[src/core/fsx_map.svh]
// Bit positions, reset value, widths and limits of the floating status logic
`ifndef FSX_MAP_SVH
`define FSX_MAP_SVH
`define FSX_BIT_ERROR 15
`define FSX_BIT_IRQ_DIS 14
`define FSX_BIT_UNDEF_EN 11
`define FSX_BIT_UNDER_EN 10
`define FSX_BIT_OVER_EN 9
`define FSX_BIT_CONV_EN 8
`define FSX_BIT_DOUBLE 7
`define FSX_BIT_LONG 6
`define FSX_BIT_CHOP 5
`define FSX_BIT_NEG 3
`define FSX_BIT_ZERO 2
`define FSX_BIT_OVFL 1
`define FSX_BIT_CARRY 0
`define FSX_STATUS_RESET 16'h0000
`define FSX_EXP_MAX 10'sh0FF
`define FSX_EXP_MIN 10'sh001
`define FSX_SGL_FRAC_W 23
`define FSX_DBL_FRAC_W 55
`define FSX_SHORT_W 16
`define FSX_LONG_W 32
`define FSX_INT_W 64
`define FSX_ACC_MODE 3'h0
`endif

[src/core/fsx_pkg.sv]
// Types shared by the floating status logic
package fsx_pkg;
   typedef enum logic [4:0] {
      FSX_OP_ARITH = 5'h01,
      FSX_OP_LOAD = 5'h02,
      FSX_OP_NAT = 5'h04,
      FSX_OP_CONV = 5'h08,
      FSX_OP_OTHER = 5'h10
   } fsx_op_type;
   typedef enum logic [1:0] {
      FSX_ST_IDLE = 2'h1,
      FSX_ST_DEFER = 2'h2
   } fsx_defer_type;
endpackage

[src/core/fsx_calc_if.sv]
// Signals between the status unit and its result and conversion helpers
`timescale 1ns/1ps
`default_nettype none
interface fsx_calc_if #(
   parameter int FRAC_W = 55,
   parameter int INT_W = 64
);
   logic double_mode;
   logic chop_mode;
   logic over_en;
   logic under_en;
   logic irq_allowed;
   logic raw_sign;
   logic signed [9:0] raw_exp;
   logic [FRAC_W:0] raw_frac;
   logic raw_zero;
   logic st_sign;
   logic [7:0] st_exp;
   logic [FRAC_W-1:0] st_frac;
   logic over;
   logic under;
   logic exc_enabled;
   logic long_mode;
   logic signed [INT_W-1:0] int_value;
   logic conv_fail;
   logic [31:0] conv_dest;
   modport res_calc(input double_mode, chop_mode, over_en, under_en, irq_allowed, raw_sign, raw_exp,
      raw_frac, raw_zero, output st_sign, st_exp, st_frac, over, under, exc_enabled);
   modport res_user(output double_mode, chop_mode, over_en, under_en, irq_allowed, raw_sign, raw_exp,
      raw_frac, raw_zero, input st_sign, st_exp, st_frac, over, under, exc_enabled);
   modport conv_calc(input long_mode, int_value, output conv_fail, conv_dest);
   modport conv_user(output long_mode, int_value, input conv_fail, conv_dest);
endinterface
`default_nettype wire

[src/core/fsx_status_unit.sv]
// Floating status word, exception handling and condition codes of the floating unit
//
// Overview of operation
// - Status bits 13, 12 and 4 are reserved, read zero and do nothing.
// - Undefined-variable enable traps minus zero fetched from memory by listed instructions.
// - That trap comes before execution, except negate, absolute and test: after.
// - Undefined-variable enable clear: minus zero operands are accepted silently.
// - Minus zero in an accumulator operand, mode 0, never traps.
// - A minus zero result is never written without an interrupt.
// - Underflow enabled: interrupt, correct fraction, exponent 400 octal high unless zero.
// - Underflow disabled: no interrupt, result becomes exact zero.
// - Overflow enabled: interrupt, correct fraction, exponent 400 octal low.
// - Overflow disabled: no interrupt, result becomes exact zero.
// - Failed conversion zeroes destination only, interrupts when conversion enable set.
// - Conversion enable clear: same zeroed destination, no interrupt.
// - Conversion fails when the integer overflows the width the long mode selects.
// - Precision bit set selects double precision, clear selects single.
// - Long mode bit selects 32-bit integers, clear selects 16-bit.
// - Chop bit set truncates results, clear rounds them.
// - Negative flag follows the sign of the last result.
// - Zero flag follows whether the last result was zero.
// - Overflow flag follows whether the last operation overflowed the exponent.
// - Carry flag marks a failed conversion; floating results clear it.
// - Error flag set by divide by zero, bad opcode, enabled exception; only load clears.
// - Global disable suppresses every floating interrupt request.
`timescale 1ns/1ps
`default_nettype none
`include "fsx_map.svh"
module fsx_status_unit
   import fsx_pkg::*;
#(
   parameter int FRAC_W = `FSX_DBL_FRAC_W,
   parameter int SGL_W = `FSX_SGL_FRAC_W,
   parameter int INT_W = `FSX_INT_W
) (
   input wire logic clk,
   input wire logic arst_n,
   input wire logic ce,

   input wire logic load_status,
   input wire logic [15:0] load_data,
   output logic [15:0] floating_status_word,
   output logic double_precision_mode,
   output logic long_integer_mode,
   output logic chop_mode,

   input wire logic operand_valid,
   input wire fsx_pkg::fsx_op_type operand_op,
   input wire logic [2:0] operand_mode,
   input wire logic operand_minus_zero,
   output logic undef_trap_before,

   input wire logic op_valid,
   input wire fsx_pkg::fsx_op_type op_type,
   input wire logic raw_sign,
   input wire logic signed [9:0] raw_exp,
   input wire logic [FRAC_W:0] raw_frac,
   input wire logic raw_zero,
   input wire logic signed [INT_W-1:0] int_value,
   input wire logic divide_by_zero,
   input wire logic illegal_opcode,

   output logic result_valid,
   output logic result_sign,
   output logic [7:0] result_exp,
   output logic [FRAC_W-1:0] result_frac,
   output logic [31:0] int_dest,

   output logic float_irq_req,
   input wire logic irq_ack
);
   import fsx_pkg::*;

   localparam logic [15:0] STATUS_RESET = `FSX_STATUS_RESET;

   // Synchronised copy of the reset
   logic [1:0] rst_sync;
   logic rst_n;

   logic error_flag;
   logic global_irq_disable;
   logic undef_var_irq_enable;
   logic underflow_irq_enable;
   logic overflow_irq_enable;
   logic conversion_error_irq_enable;

   // Condition codes of the last instruction
   logic negative_flag;
   logic zero_flag;
   logic overflow_flag;
   logic carry_flag;

   // Negate, absolute and test traps wait here
   fsx_defer_type defer_state;
   fsx_defer_type next_defer_state;

   logic checked_op;
   logic undef_hit;
   logic undef_now;
   logic undef_later;
   logic defer_fire;

   logic conv_op;
   logic float_op;
   logic exc_event;
   logic err_event;
   logic irq_event;

   logic next_neg;
   logic next_zero;
   logic next_ovfl;
   logic next_carry;

   fsx_calc_if #(.FRAC_W(FRAC_W), .INT_W(INT_W)) calc ();

   // Reset is released through two flops so every flop leaves reset on the same edge
   // Frozen by the clock enable like every other flop
   always_ff @(posedge clk or negedge arst_n) begin
      if (!arst_n) begin
         rst_sync <= 2'b00;
      end else if (ce) begin
         rst_sync <= {rst_sync[0], 1'b1};
      end
   end
   assign rst_n = rst_sync[1];

   // Inputs of the result helper
   assign calc.double_mode = double_precision_mode;
   assign calc.chop_mode = chop_mode;
   assign calc.over_en = overflow_irq_enable;
   assign calc.under_en = underflow_irq_enable;
   assign calc.irq_allowed = !global_irq_disable;
   assign calc.raw_sign = raw_sign;
   assign calc.raw_exp = raw_exp;
   assign calc.raw_frac = raw_frac;
   assign calc.raw_zero = raw_zero;

   // Inputs of the conversion helper
   assign calc.long_mode = long_integer_mode;
   assign calc.int_value = int_value;

   // Rounding, range check and substitution
   fsx_float_round #(.FRAC_W(FRAC_W), .SGL_W(SGL_W)) u_round (
      .io(calc.res_calc)
   );

   // Integer range check
   fsx_int_convert #(.INT_W(INT_W)) u_conv (
      .io(calc.conv_calc)
   );

   // Undefined-variable detection on operand fetch
   always_comb begin
      // Conversions and other classes fetch nothing that can trap
      checked_op = (operand_op == FSX_OP_ARITH)
         || (operand_op == FSX_OP_LOAD)
         || (operand_op == FSX_OP_NAT);
      undef_hit = operand_valid && operand_minus_zero && checked_op && undef_var_irq_enable
         && (operand_mode != `FSX_ACC_MODE);
      undef_now = undef_hit && (operand_op != FSX_OP_NAT);
      undef_later = undef_hit && (operand_op == FSX_OP_NAT);
      defer_fire = op_valid && (defer_state == FSX_ST_DEFER);
   end

   // A trap on negate, absolute or test waits for that instruction to finish
   always_comb begin
      case (defer_state)
         FSX_ST_IDLE: begin
            next_defer_state = undef_later ? FSX_ST_DEFER : FSX_ST_IDLE;
         end
         FSX_ST_DEFER: begin
            next_defer_state = op_valid ? FSX_ST_IDLE : FSX_ST_DEFER;
         end
         default: begin
            next_defer_state = FSX_ST_IDLE;
         end
      endcase
   end

   // A second deferred trap before completion merges with the first
   always_ff @(posedge clk or negedge rst_n) begin
      if (!rst_n) begin
         defer_state <= FSX_ST_IDLE;
      end else if (ce) begin
         defer_state <= next_defer_state;
      end
   end

   // Exception classification for the instruction completing this cycle
   always_comb begin
      conv_op = (op_type == FSX_OP_CONV);
      float_op = !conv_op && (op_type != FSX_OP_OTHER);
      exc_event = (float_op && calc.exc_enabled)
         || (conv_op && calc.conv_fail && conversion_error_irq_enable)
         || defer_fire;
      err_event = undef_now
         || (op_valid && (divide_by_zero || illegal_opcode || exc_event));
      // The error flag ignores the global disable; only the request is gated
      irq_event = err_event && !global_irq_disable;
   end

   // Condition codes of the finishing instruction
   always_comb begin
      if (conv_op) begin
         next_neg = long_integer_mode ? calc.conv_dest[`FSX_LONG_W-1] : calc.conv_dest[`FSX_SHORT_W-1];
         next_zero = (calc.conv_dest == 32'h0000_0000);
         next_ovfl = 1'b0;
         next_carry = calc.conv_fail;
      end else begin
         // Negative and zero flags follow the stored, already substituted result; overflow follows the range check
         next_neg = calc.st_sign;
         next_zero = (calc.st_exp == 8'h00);
         next_ovfl = float_op && calc.over;
         next_carry = 1'b0;
      end
   end

   // Mode and enable bits change only through a status load
   always_ff @(posedge clk or negedge rst_n) begin
      if (!rst_n) begin
         global_irq_disable <= STATUS_RESET[`FSX_BIT_IRQ_DIS];
         undef_var_irq_enable <= STATUS_RESET[`FSX_BIT_UNDEF_EN];
         underflow_irq_enable <= STATUS_RESET[`FSX_BIT_UNDER_EN];
         overflow_irq_enable <= STATUS_RESET[`FSX_BIT_OVER_EN];
         conversion_error_irq_enable <= STATUS_RESET[`FSX_BIT_CONV_EN];
         double_precision_mode <= STATUS_RESET[`FSX_BIT_DOUBLE];
         long_integer_mode <= STATUS_RESET[`FSX_BIT_LONG];
         chop_mode <= STATUS_RESET[`FSX_BIT_CHOP];
      end else if (ce && load_status) begin
         // Reserved positions of load_data are never stored
         global_irq_disable <= load_data[`FSX_BIT_IRQ_DIS];
         undef_var_irq_enable <= load_data[`FSX_BIT_UNDEF_EN];
         underflow_irq_enable <= load_data[`FSX_BIT_UNDER_EN];
         overflow_irq_enable <= load_data[`FSX_BIT_OVER_EN];
         conversion_error_irq_enable <= load_data[`FSX_BIT_CONV_EN];
         double_precision_mode <= load_data[`FSX_BIT_DOUBLE];
         long_integer_mode <= load_data[`FSX_BIT_LONG];
         chop_mode <= load_data[`FSX_BIT_CHOP];
      end
   end

   // Condition codes: a finishing instruction overrides a load in the same cycle
   always_ff @(posedge clk or negedge rst_n) begin
      if (!rst_n) begin
         negative_flag <= STATUS_RESET[`FSX_BIT_NEG];
         zero_flag <= STATUS_RESET[`FSX_BIT_ZERO];
         overflow_flag <= STATUS_RESET[`FSX_BIT_OVFL];
         carry_flag <= STATUS_RESET[`FSX_BIT_CARRY];
      end else if (ce) begin
         if (op_valid) begin
            negative_flag <= next_neg;
            zero_flag <= next_zero;
            overflow_flag <= next_ovfl;
            carry_flag <= next_carry;
         end else if (load_status) begin
            negative_flag <= load_data[`FSX_BIT_NEG];
            zero_flag <= load_data[`FSX_BIT_ZERO];
            overflow_flag <= load_data[`FSX_BIT_OVFL];
            carry_flag <= load_data[`FSX_BIT_CARRY];
         end
      end
   end

   // Error flag is sticky; a new error in the cycle of a load still sets it
   always_ff @(posedge clk or negedge rst_n) begin
      if (!rst_n) begin
         error_flag <= STATUS_RESET[`FSX_BIT_ERROR];
      end else if (ce) begin
         if (err_event) begin
            error_flag <= 1'b1;
         end else if (load_status) begin
            error_flag <= load_data[`FSX_BIT_ERROR];
         end
      end
   end

   // Single request level held until the core acknowledges it; a new event beats the acknowledge
   always_ff @(posedge clk or negedge rst_n) begin
      if (!rst_n) begin
         float_irq_req <= 1'b0;
      end else if (ce) begin
         if (irq_event) begin
            float_irq_req <= 1'b1;
         end else if (irq_ack) begin
            float_irq_req <= 1'b0;
         end
      end
   end

   // Trap taken before execution, so the core can abandon the instruction
   always_ff @(posedge clk or negedge rst_n) begin
      if (!rst_n) begin
         undef_trap_before <= 1'b0;
      end else if (ce) begin
         undef_trap_before <= undef_now;
      end
   end

   // Stored results, already substituted, one cycle after completion
   always_ff @(posedge clk or negedge rst_n) begin
      if (!rst_n) begin
         result_valid <= 1'b0;
         result_sign <= 1'b0;
         result_exp <= 8'h00;
         result_frac <= '0;
         int_dest <= 32'h0000_0000;
      end else if (ce) begin
         result_valid <= op_valid;
         // A conversion touches only its integer destination
         if (op_valid && float_op) begin
            result_sign <= calc.st_sign;
            result_exp <= calc.st_exp;
            result_frac <= calc.st_frac;
         end
         if (op_valid && conv_op) begin
            int_dest <= calc.conv_dest;
         end
      end
   end

   // Reserved positions read zero
   assign floating_status_word = {
      error_flag,
      global_irq_disable,
      2'b00,
      undef_var_irq_enable,
      underflow_irq_enable,
      overflow_irq_enable,
      conversion_error_irq_enable,
      double_precision_mode,
      long_integer_mode,
      chop_mode,
      1'b0,
      negative_flag,
      zero_flag,
      overflow_flag,
      carry_flag
   };
endmodule
`default_nettype wire

[src/core/fsx_float_round.sv]
// Rounding, exponent range check and result substitution for one float result
`timescale 1ns/1ps
`default_nettype none
`include "fsx_map.svh"
module fsx_float_round #(
   parameter int FRAC_W = 55,
   parameter int SGL_W = 23
) (
   fsx_calc_if.res_calc io
);
   localparam logic [FRAC_W-1:0] SGL_LSB = FRAC_W'(1) << (FRAC_W - SGL_W);
   localparam logic [FRAC_W-1:0] SGL_MASK = ~(SGL_LSB - FRAC_W'(1));
   logic [FRAC_W-1:0] kept;
   logic [FRAC_W-1:0] lsb;
   logic rnd_bit;
   logic [FRAC_W:0] sum;
   logic signed [9:0] exp_adj;
   logic ovf;
   logic unf;
   logic enabled;
   logic neg_zero;
   logic wipe;

   always_comb begin
      if (io.double_mode) begin
         kept = io.raw_frac[FRAC_W:1];
         rnd_bit = io.raw_frac[0];
         lsb = FRAC_W'(1);
      end else begin
         kept = io.raw_frac[FRAC_W:1] & SGL_MASK;
         rnd_bit = io.raw_frac[FRAC_W-SGL_W];
         lsb = SGL_LSB;
      end
      // Chop drops the rounding bit, round adds one LSB when it is set
      sum = {1'b0, kept} + ((rnd_bit && !io.chop_mode) ? {1'b0, lsb} : '0);
      exp_adj = io.raw_exp + {9'h000, sum[FRAC_W]};
      ovf = !io.raw_zero && (exp_adj > `FSX_EXP_MAX);
      unf = !io.raw_zero && (exp_adj < `FSX_EXP_MIN);
      enabled = (ovf && io.over_en) || (unf && io.under_en);
      // Low eight exponent bits kept: overflow reads 400 octal low, underflow 400 high
      neg_zero = io.raw_sign && (exp_adj[7:0] == 8'h00);
      wipe = io.raw_zero || (ovf && !io.over_en) || (unf && !io.under_en)
         || (neg_zero && !(enabled && io.irq_allowed));
      io.st_sign = wipe ? 1'b0 : io.raw_sign;
      io.st_exp = wipe ? 8'h00 : exp_adj[7:0];
      io.st_frac = wipe ? '0 : sum[FRAC_W-1:0];
      io.over = ovf;
      io.under = unf;
      io.exc_enabled = enabled;
   end
endmodule
`default_nettype wire

[src/core/fsx_int_convert.sv]
// Range check of a float to integer conversion against the selected integer width
`timescale 1ns/1ps
`default_nettype none
`include "fsx_map.svh"
module fsx_int_convert #(
   parameter int INT_W = 64
) (
   fsx_calc_if.conv_calc io
);
   logic fits_short;
   logic fits_long;

   always_comb begin
      fits_short = (&io.int_value[INT_W-1:`FSX_SHORT_W-1]) || !(|io.int_value[INT_W-1:`FSX_SHORT_W-1]);
      fits_long = (&io.int_value[INT_W-1:`FSX_LONG_W-1]) || !(|io.int_value[INT_W-1:`FSX_LONG_W-1]);
      io.conv_fail = io.long_mode ? !fits_long : !fits_short;
      if (io.conv_fail) begin
         io.conv_dest = 32'h0000_0000;
      end else if (io.long_mode) begin
         io.conv_dest = io.int_value[`FSX_LONG_W-1:0];
      end else begin
         io.conv_dest = {{`FSX_SHORT_W{io.int_value[`FSX_SHORT_W-1]}}, io.int_value[`FSX_SHORT_W-1:0]};
      end
   end
endmodule
`default_nettype wire

[config.mk]
export PLATFORM = sky130hd
export DESIGN_NAME = fsx_status_unit
export DESIGN_NICKNAME = d
export VERILOG_FILES = /design/src/core/fsx_pkg.sv /design/src/core/fsx_calc_if.sv /design/src/core/fsx_status_unit.sv /design/src/core/fsx_float_round.sv /design/src/core/fsx_int_convert.sv
export VERILOG_INCLUDE_DIRS = /design/src /design/src/core
export SDC_FILE = /design/constraint.sdc
export NUM_CORES = 1
export LEC_CHECK = 0
export ABC_CLOCK_PERIOD_IN_PS = 4700
export BUFFER_PORTS_ARGS = -buffer_cell sky130_fd_sc_hd__buf_2
export CAP_MARGIN = 0
export CORE_AREA = 3 3 147 120
export DETAILED_ROUTE_END_ITERATION = 16
export DIE_AREA = 0 0 150 123
export PLACE_DENSITY = 0.79
export SLEW_MARGIN = 20
export SYNTH_ARGS = -nofsm -noshare
export SYNTH_HDL_FRONTEND = slang
export SYNTH_SLANG_ARGS = --single-unit
export TNS_END_PERCENT = 1
[constraint.sdc]
create_clock -name clk -period 4.7 [get_ports clk]
set_input_delay 0.47 -clock clk [delete_from_list [all_inputs] [get_ports clk]]
set_output_delay 0.47 -clock clk [all_outputs]
set_load 0.05 [all_outputs]
# == After elaboration in Yosys (flattened, before gate mapping) ==
# Cells that the tools add are included.
# word_totals
regBits,116
out_inout_bits,118
elab_cells,131
# op_classes
n_addsub,2
order_cmp,2
eq_ne,8
mux,30
reduce_logical,67
# op_table
cell,n
32-bit two-way mux,3
33-bit two-way mux,2
55-bit by 33-bit adder with 56-bit output,1
55-bit two-way mux,1
49-bit AND reduction,1
49-bit OR reduction,1
33-bit AND reduction,1
33-bit OR reduction,1
32-bit logical NOT,1
1-bit logical AND,27
1-bit two-way mux,20
8-bit logical NOT,2
1-bit logical OR,13
1-bit logical NOT,11
10-bit by 1-bit adder with 10-bit output,1
10-bit by 9-bit greater-than comparator with 1-bit output (second input constant),1
10-bit by 2-bit < comparator with 1-bit output (second input constant),1
2-bit AND reduction,5
8-bit two-way mux,1
2-bit nonzero test,3
5-bit by 1-bit equality test with 1-bit output (second input constant),1
5-bit by 2-bit equality test with 1-bit output (second input constant),1
5-bit by 3-bit equality test with 1-bit output (second input constant),1
5-bit by 4-bit equality test with 1-bit output (second input constant),1
other kinds (7),8

# == Depth between registers and ports, before layout ==
# Gate-level depths: netlist of run 1.
# depth
depth_word,18
mapped_depth,21

# == Cells and area by module ==
# From an unflattened synthesis of run 1, not the netlist that was laid out.
# unflattened
cells_unflattened,756
hier_area_um2,7933.9
# by_module_without_submodules
mod,n_inst,cells_per_inst,area_per_inst_um2,seq_area_each_um2
fsx_status_unit,1,329,4998.5,2904.0
fsx_float_round,1,334,2254.7,0.0
fsx_int_convert,1,93,680.7,0.0

# == Worst setup path after synthesis of run 1 ==
# No wires, ideal clock.
# synth_timing
kind,register -> register
start,reg double_precision_mode
end,reg result_frac[40]
arrival_time_ps,4837
t_required_ps,4555
path_slack_ps,-282
path_stages_with_launch,22
path_cell_list,dfrtp_1 buf_6 clkbuf_1 clkbuf_1 nand2_1 nor2_1 ha_1 nand4_1 nor4_2 nand4_2 a2111oi_0 ha_1 ha_1 buf_2 nand3_1 or3_1 a211o_1 o211ai_1 a21o_1 buf_6 buf_6 o31ai_2
# synth_via
elab_chain_len,14
word_cells_on_any_way,25
# synth_lines
element,line_no,rtl
"start, declared",fsx_status_unit.sv:43,"output logic double_precision_mode,"
"start signal, assigned",fsx_status_unit.sv:226,double_precision_mode <= STATUS_RESET[`FSX_BIT_DOUBLE];
"start signal, assigned",fsx_status_unit.sv:236,double_precision_mode <= load_data[`FSX_BIT_DOUBLE];
1-bit two-way mux,fsx_float_round.sv:25,if (io.double_mode) begin
1-bit logical AND,fsx_float_round.sv:35,"sum = {1'b0, kept} + ((rnd_bit && !io.chop_mode) ? {1'b0, lsb} : '0);"
33-bit two-way mux,fsx_float_round.sv:35,
55-bit by 33-bit adder with 56-bit output *,fsx_float_round.sv:35,
10-bit by 1-bit adder with 10-bit output,fsx_float_round.sv:36,"exp_adj = io.raw_exp + {9'h000, sum[FRAC_W]};"
10-bit by 9-bit greater-than comparator with 1-bit output (no line) / 10-bit by 2-bit < comparator with 1-bit output (equally long branches),n/a,
"1-bit logical AND, on equally long branches","fsx_float_round.sv:37, fsx_float_round.sv:38",
1-bit logical AND,fsx_float_round.sv:39,enabled = (ovf && io.over_en) || (unf && io.under_en);
1-bit logical OR,fsx_float_round.sv:39,
1-bit logical AND,fsx_float_round.sv:43,|| (neg_zero && !(enabled && io.irq_allowed));
1-bit logical NOT,fsx_float_round.sv:43,
1-bit logical AND,fsx_float_round.sv:43,
1-bit logical OR,fsx_float_round.sv:43,
55-bit two-way mux *,fsx_float_round.sv:46,io.st_frac = wipe ? '0 : sum[FRAC_W-1:0];
"end signal, assigned",fsx_status_unit.sv:313,result_frac <= calc.st_frac;
"end, declared",fsx_status_unit.sv:66,"output logic [FRAC_W-1:0] result_frac,"
# Every way passes the cells marked *; elsewhere a longest branch is shown, timed or not.
# A chain may end at the register's enable or synchronous reset.

# == Worst setup path in the final report of run 1 ==
# layout_timing
start,reg double_precision_mode
end,reg result_frac[3]
# Same word-level chain as after synthesis.

==> impl_metrics.csv, run 1 <==
group,metric,value,unit
status,outcome,"complete, no violations",
power,power_frac_comb,0.236,
critical_path,cp.depth,16,
power,p_leak,0.00434,uW
yosys,ys_seq_area_frac,0.399,
floorplanning,core,0.0164,sq mm
timing,fin_crit,4380,ps
critical_path,critPathMaxFanout,28,
timing,setup_tns,0,ps
final_layout,area_growth,29.9,%
floorplanning,dieHeight,123,um
power,p_sw,1110,uW
power,p_int,2200,uW
global_routing,grt-busiest-layer,"met2",
hold_path,min_path_cells,2,
placement,gp_congestion,0.895,
global_routing,gr-total-overflow,0,
detailed_routing,drtIter0Drc,417,
yosys,netlist_instances,787,
detailed_routing,via_count,7100,
critical_path,cp_cell_sequence,"nand2_1 -> nor2_1 -> ha_1 -> nand4_1 -> nor4_4 -> nand4_2 -> a2111oi_2 -> ha_2 -> ha_1 -> a21oi_1 -> o311ai_1 -> and3_1 -> mux2i_1 -> a21o_2 -> clkbuf_16 -> o41ai_2",
critical_path,critPathBufInv,1,
detailed_routing,via_per_inst,5.54,
critical_path,crit_path_end_kind,"register",
cts,path_clk_slew,60,ps
yosys,syn_area,0.00728,sq mm
power,p_sw_frac,0.335,
timing,finalClockSkew,11.1,ps
hold_path,min_path_type,"in2reg",
power,ir_drop,264,uV
global_routing,grt_usage,0.236,
detailed_routing,drt_first_pass_iters,5,
critical_path,crit_top_cell,"ha_1",
timing,timing.fmax,228,MHz
cts,clockBufferDepth,2,
floorplanning,initial_core_util,0.444,
cts,cts_setup_buffers,0,
critical_path,r2r_cells,16,
critical_path,setup.worst_path.end,"result_frac[3]",
yosys,synthDistinctLibCells,65,
critical_path,crit_arrival,4650,ps
timing,setup_viol_count_final,0,
critical_path,reg2reg_from,"double_precision_mode",
power,p_per_area,349,mW/mm^2
floorplanning,io_pins,289,
placement,portBuffers,282,
global_routing,antenna_found_initial,0,
critical_path,critPathTopFamily,"simple AND/OR/NAND/NOR gates",
yosys,synth_edf_count,0,
timing,period_share,0.932,
placement,dpl.hpwl,16900,um
floorplanning,die_area,0.0185,sq mm
final_layout,num-fill-cells,1510,
yosys,synth.avg_cell_area,9.25,sq um
timing,fin_hold_ws,289,ps
critical_path,cp_slowest_stage_delay,510,ps
critical_path,cp-start-kind,"register",
cts,cts_tree,"done",
global_routing,grt_use_met1,0.343,
final_layout,nets,1225,
floorplanning,die_w,150,um
critical_path,timing.rr.end,"result_frac[3]",
cts,clockRootBuffer,"clkbuf_16",
timing,worstMarginPinSlew,1020,ps
yosys,yosysWarnings,0,
timing,relSlewSlack,0.320,
detailed_routing,ant_nets,0,
critical_path,rrSetupSlack,320,ps
timing,slew_violations,0,
detailed_routing,wl,22500,um
critical_path,worstPathRequired,4970,ps
yosys,synthArstFlopShare,1.00,
global_routing,grt_pass1_vias,6517,
critical_path,crit_slowest_cell,"dfrtp_2",
cts,h-tree-depth,4,
cts,cts_inserted_buffers,17,
power,clock_power_share,0.421,
global_routing,grt_max_degree,65,
floorplanning,num_rows,42,
timing,rsz0062_at_grt,"false",
global_routing,grt_util_met2,0.357,
detailed_routing,drc,0,
yosys,synth_flop_cell,"dfrtp_1",
cts,insertion_delay,420,ps
final_layout,final_layout_size_suffix_gt1_frac,0.397,
yosys,ys_ff_latch,116,
global_routing,grt_pass1_wl,34600,um
power,p_seq_frac,0.343,
detailed_routing,avgRoutedWirePerCell,17.6,um
critical_path,critical_path_class,"reg2reg",
timing,hold_viol,0,
run,drv_cap,0,
global_routing,met3_usage,0.0476,
cts,cts_sinks,116,
critical_path,crit_path_start,"double_precision_mode",
final cells by class:
type	instances	area [sq um]	share of cell area
Antenna cell	1	2.50	0.000265
Clock buffer	18	429	0.0454
Clock inverter	14	203	0.0214
Inverter	16	60.1	0.00635
Multi-Input combinational cell	595	3990	0.421
Sequential cell	116	2910	0.308
Tap cell	220	275	0.0291
Timing Repair Buffer	301	1590	0.169
layout by cell type, fill, tap and decap left out, drive strengths merged, types with 3 or more instances in the layout:
| master | count |
|---|---|
| a211oi | 5 |
| a21boi | 3 |
| a21o | 3 |
| a21oi | 29 |
| a31oi | 4 |
| and2 | 4 |
| and3 | 7 |
| and4 | 3 |
| buf | 299 |
| bufinv | 4 |
| clkbuf | 19 |
| clkinv | 3 |
| clkinvlp | 4 |
| conb | 3 |
| dfrtp | 115 |
| ha | 7 |
| inv | 19 |
| mux2 | 9 |
| nand2 | 164 |
| nand2b | 3 |
| nand3 | 26 |
| nand4 | 37 |
| nor2 | 28 |
| nor2b | 6 |
| nor3 | 18 |
| nor3b | 3 |
| nor4 | 27 |
| o21a | 3 |
| o21ai | 26 |
| o22ai | 4 |
| o311ai | 3 |
| o31ai | 72 |
| or2 | 3 |
| or3 | 4 |
| xnor2 | 39 |
| xor2 | 24 |
cells in the mapped netlist, types with 16 or more instances:
| cell type | number | area share |
|---|---|---|
| xor2_1 | 24 | 0.029 |
| nor2_1 | 27 | 0.014 |
| buf_4 | 16 | 0.016 |
| nand4_1 | 33 | 0.028 |
| nand2_1 | 164 | 0.085 |
| o31ai_2 | 50 | 0.086 |
| xnor2_1 | 39 | 0.047 |
| nand3_1 | 26 | 0.018 |
| clkbuf_1 | 30 | 0.015 |
| inv_1 | 16 | 0.0082 |
| a21oi_1 | 29 | 0.020 |
| o21ai_0 | 22 | 0.015 |
| nor4_1 | 18 | 0.015 |
| o31ai_1 | 22 | 0.023 |
| nor3_1 | 18 | 0.012 |
| dfrtp_1 | 115 | 0.40 |
flip-flops by register name, summed over array words and instances (netlist names), 2 cells and up:
signal / flops
result_frac: 55
rst_sync: 2
result_exp: 8
int_dest: 32
defer_state: 2
routing by layer:
| metal | vias up | part of all wire |
|---|---|---|
| li1 | 3353 | - |
| met1 | 3398 | 0.45 |
| met2 | 312 | 0.46 |
| met3 | 37 | 0.072 |
| met4 | 0 | 0.022 |
| met5 | - | 0 |
timing repair:
item / CTS / global route
hold endpoints to repair: 2 / 0
endpoints found under the setup margin: 0 / 56
resized for setup: 0 / 3
hold buffers: 1 / 0
per-stage QoR:
stage	instance area (sq um)	setup slack, ps	power (uW)	cells	util
after floorplan	7300	5.63	1700	789	-
after global placement	8770	308	1900	1246	0.535
after detailed placement	8770	216	1920	1246	0.535
after CTS	9410	213	3310	1279	0.574
after global routing	9460	2.82	3430	1280	0.577
final	9460	320	3300	1281	0.577
how the worst min path moves through the flow:
stage,start,end,slack (ps)
2_1_floorplan,arst_n,rst_sync[0],170
3_3_place_gp,arst_n,rst_sync[0],260
3_5_place_dp,arst_n,rst_sync[0],260
4_1_cts,load_data[14],global_irq_disable,280
5_1_grt,load_data[9],calc.over_en,280
6_report,load_data[8],conversion_error_irq_enable,290
kinds of logic (layout without fill, tap and decap cells):
family	count (synthesis)	count (layout)	synth area share
mux	11	11	0.0167
other cells	1	4	0.000515
compound gates	170	170	0.196
fa+ha+maj	7	7	0.0120
xor+xnor	63	63	0.0758
simple gates	341	341	0.241
buf+inv	78	349	0.0589
flops	116	116	0.399
power groups by stage:
stage / clock network (uW) / logic (uW) / registers (uW)
2_1_floorplan: 0 / 356 / 1340
3_3_place_gp: 0 / 758 / 1150
3_5_place_dp: 0 / 767 / 1150
4_1_cts: 1400 / 770 / 1130
5_1_grt: 1450 / 830 / 1140
6_report: 1390 / 780 / 1130
No activity file was read; power rests on OpenSTA's default activity.
==> run 2: changes to the inputs <==
==> constraint.sdc (replaced) <==
create_clock -name clk -period 4.7 [get_ports clk]
set_input_delay 0.94 -clock clk [delete_from_list [all_inputs] [get_ports clk]]
set_output_delay 0.94 -clock clk [all_outputs]
set_load 0.05 [all_outputs]
==> run 2 against run 1 <==
Final area increased by 0.22%. Non-clock buffer count rose by 2. Sequential share of layout area down 0.069 points. Fmax grew 2.1%. Global-route usage shrank 0.34 points. Sequential power about the same. Register-to-register slack better by 140 ps. Largest power group unchanged.
==> impl_metrics.csv, run 2 (synthesis gave the netlist of run 1 again) <==
group,metric,value,unit
critical_path,crit_top_cell,"ha_1",
power,p_per_area,350,mW/mm^2
cts,cts_sinks,116,
cts,cts_inserted_buffers,17,
global_routing,grt_pass1_wl,34100,um
critical_path,r2r_cells,16,
hold_path,min_path_type,"in2async",
placement,dpl_cell_area,0.00884,sq mm
global_routing,gr-total-overflow,0,
global_routing,grt_util_met2,0.354,
final_layout,num-fill-cells,1470,
critical_path,critical_path_class,"in2reg",
floorplanning,dieHeight,123,um
detailed_routing,drt_first_pass_iters,5,
global_routing,grt-busiest-layer,"met2",
detailed_routing,drtIter0Drc,545,
critical_path,crit_path_start,"raw_frac[0]",
final_layout,fin_area,0.00948,sq mm
floorplanning,initial_core_util,0.444,
final_layout,top_regs,"result_frac x55, int_dest x32, result_exp x8",
cts,insertion_delay,420,ps
final_layout,fin_util,0.578,
floorplanning,core,0.0164,sq mm
placement,dp.cells,1250,
critical_path,cp_cell_sequence,"buf_2 -> nand2_1 -> nor2_1 -> ha_1 -> nand4_1 -> nor4_2 -> nand4_2 -> a2111oi_2 -> ha_2 -> ha_1 -> a21oi_1 -> o311ai_1 -> and3_1 -> mux2i_1 -> a21o_2 -> buf_12 -> o31ai_1",
critical_path,timing.rr.end,"result_frac[23]",
floorplanning,io_pins,289,
floorplanning,num_rows,42,
final_layout,area_growth,30.2,%
critical_path,critPathTopFamily,"simple AND/OR/NAND/NOR gates",
floorplanning,die_w,150,um
final_layout,layout_common_cells,"buf_2 (282), nand2_1 (163), dfrtp_1 (113)",
placement,gp_congestion,0.929,
detailed_routing,via_count,6986,
status,outcome,"complete, no violations",
cts,path_clk_slew,60,ps
timing,hold_viol,0,
placement,portBuffers,282,
timing,fin_crit,4290,ps
placement,dpl.hpwl,16700,um
critical_path,rrSetupSlack,460,ps
global_routing,grt_usage,0.233,
critical_path,setup.worst_path.end,"result_frac[23]",
final_layout,nets,1227,
critical_path,crit_slowest_cell,"a2111oi_2",
critical_path,reg2reg_from,"double_precision_mode",
detailed_routing,avgRoutedWirePerCell,17.1,um
cts,clockBufferDepth,2,
timing,relSlewSlack,0.324,
final_layout,n_antenna_cell,0,
global_routing,grt_pass1_vias,6475,
final_layout,layout_commonest_cell,"buf_2",
detailed_routing,drc,0,
power,p_leak,0.00435,uW
cts,h-tree-depth,4,
critical_path,cp-start-kind,"primary input",
critical_path,crit_arrival,4550,ps
timing,slew_violations,0,
final_layout,regArea,0.00291,sq mm
cts,cts_tree,"done",
global_routing,grt_max_degree,99,
critical_path,worstPathRequired,4960,ps
final_layout,stdcell_count,1282,
floorplanning,die_area,0.0185,sq mm
power,ir_drop,241,uV
detailed_routing,ant_nets,0,
global_routing,met3_usage,0.0542,
critical_path,critPathBufInv,2,
cts,cts_setup_buffers,0,
critical_path,critPathMaxFanout,24,
timing,timing.fmax,233,MHz
critical_path,crit_path_end_kind,"register",
run,drv_cap,0,
timing,rsz0062_at_grt,"false",
final_layout,multiInputGateArea,0.00398,sq mm
timing,finalClockSkew,7.91,ps
timing,worstMarginPinSlew,1010,ps
global_routing,grt_use_met1,0.336,
final_layout,largest_register,"result_frac",
detailed_routing,wl,21900,um
global_routing,antenna_found_initial,0,
final_layout,largest_reg_flops,55,
cts,clockRootBuffer,"clkbuf_16",
critical_path,cp.depth,17,
timing,setup_viol_count_final,0,
timing,period_share,0.913,
final_layout,final_layout_size_suffix_gt1_frac,0.400,
detailed_routing,via_per_inst,5.45,
critical_path,cp_slowest_stage_delay,440,ps
[run 2: area by class of cell]
type / instances / share of cell area
flip-flops and latches: 116 / 0.307
clock inverters: 14 / 0.0211
multi-input cells: 595 / 0.420
clock buffers: 18 / 0.0463
repair buffers: 303 / 0.171
well taps: 220 / 0.0290
inverters: 16 / 0.00633
[run 2: worst reg2reg max path, delay by kind of cell, from the launching register on]
family,cells,cell delay (ps)
AOI/OAI and AO/OA,5,1150
and+or+nand+nor,5,860
adders and majority gates,3,810
DFF,1,530
buffers and inverters,2,450
muxes,1,300
[run 2: repair_timing]
action,in CTS,in global routing
resized for setup,0,1
hold buffers,0,0
endpoints found under the setup margin,0,6
[run 2: per-layer routing]
layer	vias to the layer above	wire, um
met5	-	0
met4	0	359
met3	23	1420
met2	257	10100
met1	3349	10100
li1	3357	-
[run 2: worst min-delay path by stage]
| stage | slack, ps | to | depth (start not counted) |
|---|---|---|---|
| 3_5_place_dp | 450 | rst_sync[0] | 1 |
| 2_1_floorplan | 430 | rst_sync[0] | 1 |
| 6_report | 290 | rst_sync[1] | 1 |
| 3_3_place_gp | 450 | int_dest[4] | 0 |
| 5_1_grt | 280 | rst_sync[1] | 1 |
| 4_1_cts | 280 | rst_sync[1] | 1 |
[run 2: stage by stage]
step | worst slack, ps | hold WS (ps) | TNS [ps] | total power (uW)
finish | 411 | 293 | 0 | 3320
global route | 41.8 | 277 | 0 | 3460
floorplan | 5.63 | 431 | 0 | 1700
global placement | 55.9 | 445 | 0 | 1910
CTS | 321 | 275 | 0 | 3350
detailed placement | -80.1 | 454 | -1310 | 1930
[run 2: where the power goes]
part	switching (uW)	internal, uW	leakage (uW)
clock	501	907	0.000292
combinational	550	229	0.00252
sequential	57.3	1080	0.00154
total	1110	2210	0.00435
==> run 3: changes to the inputs <==
- ABC_AREA: default -> 1
- CORE_AREA: 3 3 147 120 -> 3 3 158 129
- DIE_AREA: 0 0 150 123 -> 0 0 161 132
- PLACE_DENSITY: 0.79 -> 0.72
==> run 3 against run 2 <==
Sequential share of layout area is 1.4 points lower. Worst hold slack better by 8.5 ps. Core utilization shrank 5.4 points. Critical path depth grew 13. Highest routed layer unchanged.
==> impl_metrics.csv, run 3 <==
group,metric,value,unit
critical_path,cp-start-kind,"primary input",
placement,dpl_cell_area,0.00927,sq mm
critical_path,r2r_cells,28,
critical_path,crit_top_cell,"nand2_1",
floorplanning,initial_core_util,0.400,
power,p_leak,0.00524,uW
final_layout,multiInputGateArea,0.00403,sq mm
critical_path,critPathTopFamily,"simple AND/OR/NAND/NOR gates",
global_routing,grt_pass1_vias,7679,
cts,cts_inserted_buffers,17,
timing,worstMarginPinSlew,1010,ps
timing,fin_hold_ws,301,ps
yosys,netlist_instances,1063,
yosys,synth.avg_cell_area,7.11,sq um
placement,gp_congestion,0.919,
yosys,yosysWarnings,0,
yosys,yosysTopAreaCell,"dfrtp_1",
detailed_routing,via_per_inst,5.02,
final_layout,regArea,0.00291,sq mm
final_layout,largest_register,"result_frac",
critical_path,crit_arrival,4680,ps
cts,h-tree-depth,4,
placement,portBuffers,282,
final_layout,layout_common_cells,"nand2_1 (346), buf_2 (282), dfrtp_1 (113)",
timing,hold_viol,0,
floorplanning,io_pins,289,
final_layout,nets,1529,
critical_path,timing.rr.end,"result_frac[9]",
yosys,ys_ff_latch,116,
global_routing,grt_usage,0.226,
status,outcome,"complete, no violations",
floorplanning,core,0.0189,sq mm
critical_path,critPathMaxFanout,14,
global_routing,grt_max_degree,71,
final_layout,largest_reg_flops,55,
global_routing,grt_pass1_wl,39000,um
yosys,syn_area,0.00756,sq mm
final_layout,layout_commonest_cell,"nand2_1",
floorplanning,dieHeight,132,um
detailed_routing,ant_nets,0,
critical_path,critical_path_class,"in2reg",
yosys,synth.most_common_cell,"nand2_1",
critical_path,critPathBufInv,4,
floorplanning,num_rows,45,
critical_path,rrSetupSlack,400,ps
final_layout,final_layout_size_suffix_gt1_frac,0.313,
global_routing,antenna_found_initial,1,
cts,cts_sinks,116,
cts,path_clk_slew,60,ps
cts,cts_tree,"done",
run,drv_cap,0,
timing,setup_viol_count_final,0,
yosys,synth_top_area_share,0.381,
yosys,ys_seq_area_frac,0.384,
critical_path,worstPathRequired,5030,ps
timing,slew_violations,0,
yosys,synth_edf_count,0,
power,ir_drop,226,uV
timing,finalClockSkew,11.6,ps
placement,dpl.hpwl,19300,um
detailed_routing,drtIter0Drc,442,
detailed_routing,drt_first_pass_iters,5,
detailed_routing,wl,24700,um
timing,relSlewSlack,0.324,
detailed_routing,via_count,8137,
hold_path,min_path_type,"in2async",
timing,timing.fmax,230,MHz
timing,period_share,0.927,
floorplanning,die_w,161,um
critical_path,cp_slowest_stage_delay,300,ps
critical_path,crit_path_end_kind,"register",
cts,insertion_delay,410,ps
yosys,synthArstFlopShare,1.00,
floorplanning,die_area,0.0213,sq mm
global_routing,gr-total-overflow,0,
yosys,synth_flop_cell,"dfrtp_1",
cts,clockRootBuffer,"clkbuf_16",
final_layout,num-fill-cells,1877,
cts,clockBufferDepth,2,
yosys,synthDistinctLibCells,52,
power,p_per_area,322,mW/mm^2
timing,rsz0062_at_grt,"false",
final_layout,area_growth,31.2,%
detailed_routing,drc,0,
yosys,synthTopCellsByArea,"dfrtp_1 (38%), nand2_1 (17%), nand3_1 (5.4%)",
final_layout,fin_area,0.00992,sq mm
critical_path,crit_slowest_cell,"ha_1",
detailed_routing,avgRoutedWirePerCell,15.3,um
critical_path,reg2reg_from,"double_precision_mode",
cts,cts_setup_buffers,0,
timing,fin_crit,4360,ps
yosys,yosys-top-cells-count,"nand2_1 (346), dfrtp_1 (115), nor2_1 (107)",
final_layout,top_regs,"result_frac x55, int_dest x32, result_exp x8",
==> run 3: cell types whose count changed in the layout (fill, tap and decap cells not counted), moves of 30 or more <==
cell,change
o21ai_1,+30
nand3_1,+54
nor2_1,+77
nand2_1,+183
o31ai_2,-50
inv_1,+68
xnor2_1,-36
==> run 3: metrics by stage <==
stage                     TNS (ps)  setup slack, ps   util  power [uW]  cells
final                            0              343  0.524        3190   1621
after global routing             0             34.0  0.524        3350   1621
after CTS                        0              212  0.521        3220   1619
after detailed placement     -7560             -204  0.490        1900   1589
after global placement       -2710            -94.3  0.490        1890   1589
after floorplan                  0              319      -        1650   1065
==> run 3: worst max-delay path by stage <==
stage / startpoint / endpoint / slack, ps / depth (start not counted)
2_1_floorplan: double_precision_mode / result_frac[39] / 320 / 35
3_3_place_gp: raw_frac[32] / result_frac[21] / -90 / 33
3_5_place_dp: raw_frac[32] / result_frac[9] / -200 / 33
4_1_cts: raw_frac[32] / result_frac[9] / 210 / 33
5_1_grt: raw_frac[32] / result_frac[23] / 30 / 33
6_report: raw_frac[32] / result_frac[9] / 340 / 30
==> run 3: cell type report <==
cell class | instances | area share
tap | 258 | 0.0325
inverter | 96 | 0.0367
timing repair buffer | 313 | 0.172
sequential | 116 | 0.293
clock buffer | 26 | 0.0524
antenna | 1 | 0.000252
clock inverter | 4 | 0.00706
multi-input combinational | 807 | 0.406
==> run 3: logic make-up after synthesis <==
kind of cell             after synthesis  synth area share
XOR/XNOR                              32            0.0371
AND/OR/NAND/NOR                      651             0.388
buffers and inverters                142            0.0884
AO/OA/AOI/OAI                        114            0.0902
other                                  1          0.000496
adder cells (fa/ha/maj)                7            0.0116
flip-flops                           116             0.384
==> run 3: timing repair <==
| action | CTS | global route |
|---|---|---|
| gates resized for setup | 0 | 11 |
| hold buffers | 0 | 0 |
| endpoints found under the setup margin | 0 | 55 |
==> run 3: where the power goes <==
part	leakage, uW	switching, uW	internal [uW]
logic	0.00340	549	209
registers	0.00155	63.5	1070
clock network	0.000292	446	858
==> run 3: layer usage <==
| layer | vias to the layer above | global-route usage | share of wire |
|---|---|---|---|
| li1 | 4027 | - | - |
| met4 | 0 | 0.0607 | 0.016 |
| met5 | - | 0 | 0 |
| met3 | 22 | 0.0581 | 0.073 |
| met2 | 334 | 0.372 | 0.46 |
| met1 | 3754 | 0.297 | 0.45 |
